==> src/inc/pli_consts.vh <==
// constants and register map of the pulse latch input block
// Contract
// (RULE1) fast-capture terminals register every ON pulse of 30 us or longer.
// (RULE2) only the first four inputs of each module offer fast capture.
// (RULE3) module0 fast states in bits 0-3 of one word, module1 in another.
// (RULE4) new fast-capture configuration applies only after power cycle.
// (RULE5) each shared terminal serves exactly one function; fast capture disables others.
// (RULE6) fast inputs 2,3,6,7 share terminals with counter 1,0,3,2 index/reset.
// (RULE7) even fast input carries origin, odd carries origin-proximity, pulse outputs 0-3.
// (RULE8) pulse shorter than scan cycle held and stored in its bit within one cycle.
// (RULE9) stored ON state of short pulse cleared at following I/O refresh.
// (RULE10) synchronise, latch on rising edge, copy at refresh, clear unless still ON.
`ifndef PLI_CONSTS_VH
`define PLI_CONSTS_VH

// ----------------------------------------
// register map, byte addresses (index * 4)
// ----------------------------------------
`define PLI_IDX_BITS0     14'h0b90
`define PLI_IDX_BITS1     14'h0b92
`define PLI_IDX_CFG       14'h0b94
`define PLI_IDX_CFG_ACT   14'h0b95
`define PLI_IDX_ROUTE     14'h0b96
`define PLI_ADDR_BITS0    16'h2e40
`define PLI_ADDR_BITS1    16'h2e48
`define PLI_ADDR_CFG      16'h2e50
`define PLI_ADDR_CFG_ACT  16'h2e54
`define PLI_ADDR_ROUTE    16'h2e58

// ----------------------------------------
// function codes per terminal (3 bits each)
// ----------------------------------------
`define PLI_FN_NORMAL     3'h0
`define PLI_FN_FAST       3'h1
`define PLI_FN_INTR       3'h2
`define PLI_FN_CNT_INDEX  3'h3
`define PLI_FN_ORIGIN     3'h4
`define PLI_CFG_RESET     24'h000000

// ----------------------------------------
// timing
// ----------------------------------------
`define PLI_MIN_PULSE_NS  30000
`define PLI_CLK_NS        4
`define PLI_MIN_PULSE_CYC ((`PLI_MIN_PULSE_NS + `PLI_CLK_NS - 1) / `PLI_CLK_NS)

`endif

==> src/design/pli_pulse_latch_inputs.v <==
// pulse latch inputs: fast capture of eight terminals behind wishbone
`timescale 1ns/1ps
`include "pli_consts.vh"
module pli_pulse_latch_inputs #(
	parameter NUM_NORMAL = 6
) (
	input  wire                  clk_i,
	input  wire                  rst_i,
	input  wire                  wb_cyc_i,
	input  wire                  wb_stb_i,
	input  wire                  wb_we_i,
	input  wire [15:0]           wb_adr_i,
	input  wire [3:0]            wb_sel_i,
	input  wire [31:0]           wb_dat_i,
	output reg  [31:0]           wb_dat_o,
	output reg                   wb_ack_o,
	input  wire                  power_cycle_i,
	input  wire                  io_refresh_i,
	input  wire [3:0]            module0_terminal_i,
	input  wire [3:0]            module1_terminal_i,
	input  wire [2*NUM_NORMAL-1:0] normal_pin_i,
	output reg  [2*NUM_NORMAL-1:0] normal_o,
	output reg  [7:0]            normal_fast_o,
	output reg  [7:0]            intr_in_o,
	output reg  [3:0]            cnt_index_o,
	output reg  [3:0]            origin_o,
	output reg  [3:0]            origin_prox_o
);
	// ----------------------------------------
	// configuration: pending and active
	// ----------------------------------------
	reg  [23:0] cfg_pend_reg;
	reg  [23:0] cfg_act_reg;
	reg         pc_s1_reg;
	reg         pc_s2_reg;
	reg         pc_prev_reg;
	reg         ref_s1_reg;
	reg         ref_s2_reg;
	reg         ref_prev_reg;
	reg  [2*NUM_NORMAL-1:0] nrm_s1_reg;
	reg  [2*NUM_NORMAL-1:0] nrm_s2_reg;
	wire [7:0]  pins;
	wire [7:0]  lvl;
	wire [7:0]  cap;
	wire [7:0]  fast_en;
	wire        refresh;
	wire        pc_rise;
	wire        wb_req;
	wire [7:0]  sel_normal;
	wire [7:0]  sel_intr;
	wire [7:0]  sel_origin;
	reg  [31:0] rd_word;

	function [2:0] fn_of;
		input [23:0] cfg;
		input integer k;
		begin
			fn_of = cfg[3*k +: 3];
		end
	endfunction

	function is_fn;
		input [23:0] cfg;
		input integer k;
		input [2:0]  code;
		begin
			is_fn = (fn_of(cfg, k) == code);
		end
	endfunction

	assign pins    = {module1_terminal_i, module0_terminal_i};
	assign refresh = ref_s2_reg & ~ref_prev_reg;
	assign pc_rise = pc_s2_reg & ~pc_prev_reg;
	assign wb_req  = wb_cyc_i & wb_stb_i & ~wb_ack_o;

	// ----------------------------------------
	// per-terminal capture cells
	// ----------------------------------------
	genvar g;
	generate
		for (g = 0; g < 8; g = g + 1) begin : g_cell
			// (RULE5) fast capture only when selected
			assign fast_en[g] = is_fn(cfg_act_reg, g, `PLI_FN_FAST);
			// each terminal decodes its own 3-bit field
			assign sel_normal[g] = is_fn(cfg_act_reg, g, `PLI_FN_NORMAL);
			assign sel_intr[g]   = is_fn(cfg_act_reg, g, `PLI_FN_INTR);
			assign sel_origin[g] = is_fn(cfg_act_reg, g, `PLI_FN_ORIGIN);
			pli_capture_cell u_cell (
				.clk_i     (clk_i),
				.rst_i     (rst_i),
				.pin_i     (pins[g]),
				.fast_en_i (fast_en[g]),
				.refresh_i (refresh),
				.level_o   (lvl[g]),
				.bit_o     (cap[g])
			);
		end
	endgenerate

	// ----------------------------------------
	// synchronisers
	// ----------------------------------------
	// restart and refresh are async levels; only their synced edges act
	always @(posedge clk_i) begin
		if (rst_i) begin
			pc_s1_reg    <= 1'b0;
			pc_s2_reg    <= 1'b0;
			pc_prev_reg  <= 1'b0;
			ref_s1_reg   <= 1'b0;
			ref_s2_reg   <= 1'b0;
			ref_prev_reg <= 1'b0;
			nrm_s1_reg   <= {2*NUM_NORMAL{1'b0}};
			nrm_s2_reg   <= {2*NUM_NORMAL{1'b0}};
		end else begin
			pc_s1_reg    <= power_cycle_i;
			pc_s2_reg    <= pc_s1_reg;
			pc_prev_reg  <= pc_s2_reg;
			ref_s1_reg   <= io_refresh_i;
			ref_s2_reg   <= ref_s1_reg;
			ref_prev_reg <= ref_s2_reg;
			nrm_s1_reg   <= normal_pin_i;
			nrm_s2_reg   <= nrm_s1_reg;
		end
	end

	// ----------------------------------------
	// active configuration
	// ----------------------------------------
	// held until a restart, so a scan never sees a half-changed map
	always @(posedge clk_i) begin
		if (rst_i) begin
			cfg_act_reg <= `PLI_CFG_RESET;
		end else begin
			// (RULE4) pending config takes effect on power cycle
			if (pc_rise)
				cfg_act_reg <= cfg_pend_reg;
		end
	end

	// ----------------------------------------
	// function routing
	// ----------------------------------------
	// terminal levels pass through one register stage; normal pins are sampled at refresh; only fast terminals stretch pulses
	integer k;
	always @(posedge clk_i) begin
		if (rst_i) begin
			normal_o      <= {2*NUM_NORMAL{1'b0}};
			normal_fast_o <= 8'h00;
			intr_in_o     <= 8'h00;
			cnt_index_o   <= 4'h0;
			origin_o      <= 4'h0;
			origin_prox_o <= 4'h0;
		end else begin
			// (RULE2) remaining terminals are plain sampled inputs
			if (refresh)
				normal_o <= nrm_s2_reg;
			for (k = 0; k < 8; k = k + 1) begin
				// (RULE5) one function per terminal
				normal_fast_o[k] <= lvl[k] & sel_normal[k];
				intr_in_o[k]     <= lvl[k] & sel_intr[k];
			end
			// (RULE6) terminals 2,3,6,7 feed counters 1,0,3,2
			cnt_index_o[1] <= lvl[2] & is_fn(cfg_act_reg, 2, `PLI_FN_CNT_INDEX);
			cnt_index_o[0] <= lvl[3] & is_fn(cfg_act_reg, 3, `PLI_FN_CNT_INDEX);
			cnt_index_o[3] <= lvl[6] & is_fn(cfg_act_reg, 6, `PLI_FN_CNT_INDEX);
			cnt_index_o[2] <= lvl[7] & is_fn(cfg_act_reg, 7, `PLI_FN_CNT_INDEX);
			for (k = 0; k < 4; k = k + 1) begin
				// (RULE7) even terminal origin, odd proximity
				origin_o[k]      <= lvl[2*k] & sel_origin[2*k];
				origin_prox_o[k] <= lvl[2*k+1] & sel_origin[2*k+1];
			end
		end
	end

	// ----------------------------------------
	// pending configuration
	// ----------------------------------------
	// lane 3 has no field behind it and is dropped
	always @(posedge clk_i) begin
		if (rst_i) begin
			cfg_pend_reg <= `PLI_CFG_RESET;
		end else if (wb_req && wb_we_i && wb_adr_i[15:2] == `PLI_IDX_CFG) begin
			if (wb_sel_i[0])
				cfg_pend_reg[7:0] <= wb_dat_i[7:0];
			if (wb_sel_i[1])
				cfg_pend_reg[15:8] <= wb_dat_i[15:8];
			if (wb_sel_i[2])
				cfg_pend_reg[23:16] <= wb_dat_i[23:16];
		end
	end

	// ----------------------------------------
	// read data select
	// ----------------------------------------
	always @* begin
		rd_word = 32'h00000000;
		case (wb_adr_i[15:2])
		// (RULE3) module0 in bits 0-3
		`PLI_IDX_BITS0:   rd_word = {28'h0000000, cap[3:0]};
		// (RULE3) module1 in bits 0-3
		`PLI_IDX_BITS1:   rd_word = {28'h0000000, cap[7:4]};
		`PLI_IDX_CFG:     rd_word = {8'h00, cfg_pend_reg};
		`PLI_IDX_CFG_ACT: rd_word = {8'h00, cfg_act_reg};
		default:          rd_word = 32'h00000000;
		endcase
	end

	// ----------------------------------------
	// wishbone slave, one-cycle ack
	// ----------------------------------------
	// ack only from idle, so a held request is answered again every other cycle;
	// read data stands for the ack cycle only
	always @(posedge clk_i) begin
		if (rst_i) begin
			wb_ack_o <= 1'b0;
			wb_dat_o <= 32'h00000000;
		end else begin
			wb_ack_o <= wb_req;
			if (wb_req && !wb_we_i)
				wb_dat_o <= rd_word;
			else
				wb_dat_o <= 32'h00000000;
		end
	end
endmodule // pli_pulse_latch_inputs

==> src/design/pli_capture_cell.v <==
// one fast-capture terminal: synchroniser, sticky latch, refresh copy
`timescale 1ns/1ps
module pli_capture_cell (
	input  wire clk_i,
	input  wire rst_i,
	input  wire pin_i,
	input  wire fast_en_i,
	input  wire refresh_i,
	output wire level_o,
	output reg  bit_o
);
	reg sync1_reg;
	reg sync2_reg;
	reg prev_reg;
	reg sticky_reg;
	wire rise;

	assign level_o = sync2_reg;
	assign rise    = sync2_reg & ~prev_reg;

	always @(posedge clk_i) begin
		if (rst_i) begin
			sync1_reg  <= 1'b0;
			sync2_reg  <= 1'b0;
			prev_reg   <= 1'b0;
			sticky_reg <= 1'b0;
			bit_o      <= 1'b0;
		end else begin
			// (RULE10) two-stage synchroniser
			sync1_reg <= pin_i;
			sync2_reg <= sync1_reg;
			prev_reg  <= sync2_reg;
			// (RULE1) edge sets latch; 30 us spans thousands of clocks
			if (!fast_en_i)
				sticky_reg <= 1'b0;
			else if (rise)
				sticky_reg <= 1'b1;
			else if (refresh_i)
				sticky_reg <= 1'b0;
			// (RULE8) latched pulse lands at refresh
			// (RULE9) cleared at next refresh unless still ON
			if (refresh_i)
				bit_o <= fast_en_i & (sticky_reg | rise | sync2_reg);
		end
	end
endmodule // pli_capture_cell

==> config.mk <==
export PLATFORM = sky130hd
export DESIGN_NAME = pli_pulse_latch_inputs
export DESIGN_NICKNAME = d
export VERILOG_FILES = /design/src/design/pli_pulse_latch_inputs.v /design/src/design/pli_capture_cell.v
export VERILOG_INCLUDE_DIRS = /design/src /design/src/inc
export SDC_FILE = /design/constraint.sdc
export NUM_CORES = 1
export LEC_CHECK = 0
export BUFFER_PORTS_ARGS = -buffer_cell sky130_fd_sc_hd__buf_2
export CAP_MARGIN = 5
export CORE_UTILIZATION = 35
export DETAILED_ROUTE_END_ITERATION = 6
export PLACE_DENSITY = 0.61
export SETUP_SLACK_MARGIN = 0.05
export SKIP_CTS_REPAIR_TIMING = 1
export SYNTH_ARGS = -nofsm -noshare
export SYNTH_HDL_FRONTEND = slang
export SYNTH_SLANG_ARGS = --single-unit
==> constraint.sdc <==
create_clock -name clk_i -period 2.7 [get_ports clk_i]
set_clock_uncertainty 0.2 [all_clocks]
set_input_delay 0.135 -clock clk_i [delete_from_list [all_inputs] [get_ports clk_i]]
set_output_delay 0.135 -clock clk_i [all_outputs]
set_load 0.01 [all_outputs]
==> qor.csv <==
metric,value,unit
status,completed,
post-synthesis cell type count,35,
Fmax,429,MHz
Tcrit/Tclk final,86.3,%
Setup TNS,0,ps
Setup Viol. Count Final,0,
max cap viols,0,
placed cell area,0.00708,mm^2
ANT nets after route,0,
First DRT Iteration DRCs,276,
unrepaired setup endpoints after global routing,false,
post-synthesis async set-or-reset flop share,0,%
Area Growth Syn to Fin,34.9,%
DR pass1 iterations,5,
CTS root buf,clkbuf_16,
Final nets,932,
Tmin final,2330,ps
#FFs+latches synth,183,
H-tree depth,4,
Post-synth top flop,dfxtp_1,
initial antenna violation count,4,
CTS tree,built,
Clk pwr share,45.2,%
share of cells above drive strength 1,21.1,%
I/O Buffers,132,
DPL Wire Length,9900,um
Max Transition Viols Final,0,
"area leader, netlist",dfxtp_1,
die height,135,um
post-synth top area share,58.8,%
die width,135,um
Lkg Pwr,3.20,nW
VDD IR max,0.424,mV
most common cell in the synthesized netlist,dfxtp_1,
vias in the first global route,4447,
Hold Crit Depth,2,
Initial Util,35.9,%
Crit path arrival time,2490,ps
final WL,15700,um
register area,0.00366,mm^2
Critical Path Start Type,flop,
Bufs on Longest Clock Path,2,
Mapped Area,0.00623,mm^2
largest net degree at the start of global routing,66,
routed wire length per instance,14.4,um
crit end category,flop,
Rel. slew slack,57.4,%
via count,5249,
routability-driven placement congestion ratio,0.799,
Min-Delay Path Class,input port to flop,
Hold Fails Final Rpt,0,
Sink Count,183,
Flop pwr share,50.2,%
Post-synth EDFFs,0,
CORE AREA,0.0174,mm^2
Comb pwr share,4.6,%
Yosys warnings,0,
R2R cell count,6,
# DRC,0,
type of the worst setup path,flop to flop,
sequential share of the synthesized area,58.8,%
remaining global-route overflow,0,
die area,0.0183,mm^2
"Clk pin slew, worst setup/hold paths",70,ps
Power Density,652,mW/mm^2
Gate Count Post-Synth,661,
Psw,1.22,mW
Final Instance Area,0.00840,mm^2
sw frac,22.2,%
first-pass GRT wire length,23200,um
CP required,2860,ps
Synth area leaders,"dfxtp_1 (59%), nor2b_1 (6.3%), a21oi_1 (6.1%), nand2_1 (5.4%), a22oi_1 (2.9%)",
Num CTS Buffers,17,
Least-Margin Pin Slew,633,ps
Multi-input gate area,0.00236,mm^2
"top cells by count, synth","dfxtp_1 (183), nand2_1 (90), a21oi_1 (76)",
average cell area after synthesis,9.42,um^2
I/O pin cnt,152,
vias per cell,4.81,
Row Count,48,
gr usage total,16.6,%
Int Power,4.26,mW
Skew-Pair Late Insertion Delay,430,ps
worst-path fanout max,24,
Fillers,1640,
metrics by stage:
step	hold WS (ps)	total power, mW	utilization [%]	cells	setup WS (ps)
finish	0.478	5.48	48.4	1092	371
detailed placement	147	3.01	40.8	986	345
CTS	-301	5.48	44.2	1016	795
global placement	147	3.01	40.8	986	370
global route	2.25	5.67	48.4	1091	218
floorplan	18.4	2.93	-	668	672
power by group through the flow:
stage	Clock, mW	Combinational (mW)	Sequential [mW]
floorplan	0	0.113	2.81
detailed placement	0	0.198	2.81
finish	2.48	0.254	2.75
CTS	2.53	0.199	2.75
global route	2.63	0.276	2.75
global placement	0	0.198	2.81
kinds of logic after synthesis:
group | share of synthesized area [%]
DFF | 58.8
and+or+nand+nor | 23.8
AOI/OAI and AO/OA | 12.4
muxes | 0.804
buffers and inverters | 4.14
other | 0.0602
worst max-delay path: stages, from the launching register on:
cell and delay (ps):
dfxtp_1 310, nand3b_1 260, nor4_4 280, buf_4 320, nand4_1 160, dlygate4sd3_1 590, a21oi_1 140
layer usage:
layer  wire (um)  part of all wire, %  vias up  GRT usage, %
met5           8                0.051        -             0
met4         316                  2.0        2          5.62
met3         974                  6.2       28          4.53
met2        7280                   46      170          26.6
met1        7090                   45     2412          21.5
li1            -                    -     2637             -
path summary, 6_finish.rpt:
| kind | start | end | slack [ps] |
|---|---|---|---|
| setup / recovery | wb_ack_o$_SDFF_PP0_ | cfg_pend_reg[21]$_SDFFE_PP0P_ | 370 |
| hold / removal | rst_i | wb_ack_o$_SDFF_PP0_ | 0.5 |
| setup reg to reg | wb_ack_o$_SDFF_PP0_ | cfg_pend_reg[21]$_SDFFE_PP0P_ | 370 |
| hold reg to reg | nrm_s2_reg[5]$_SDFF_PP0_ | normal_o[5]$_SDFFE_PP0P_ | 240 |
cells in the final DEF, fill, tap and decap left out, drive strengths merged, types with 24 or more instances in the layout:
master,count
dlygate4sd3,73
a21oi,76
o21ai,28
buf,145
nand4,24
a22oi,24
dfxtp,183
nand2,90
nor2b,63
nor2,36
final cells by class:
type,count,share of cell area [%]
inverters,2,0.0893
repair buffers,218,17.9
well taps,225,3.35
clock buffers,18,5.23
diodes,3,0.0893
flip-flops and latches,183,43.6
multi-input cells,431,28.0
clock inverters,12,1.71
No activity file was read; power rests on OpenSTA's default activity.
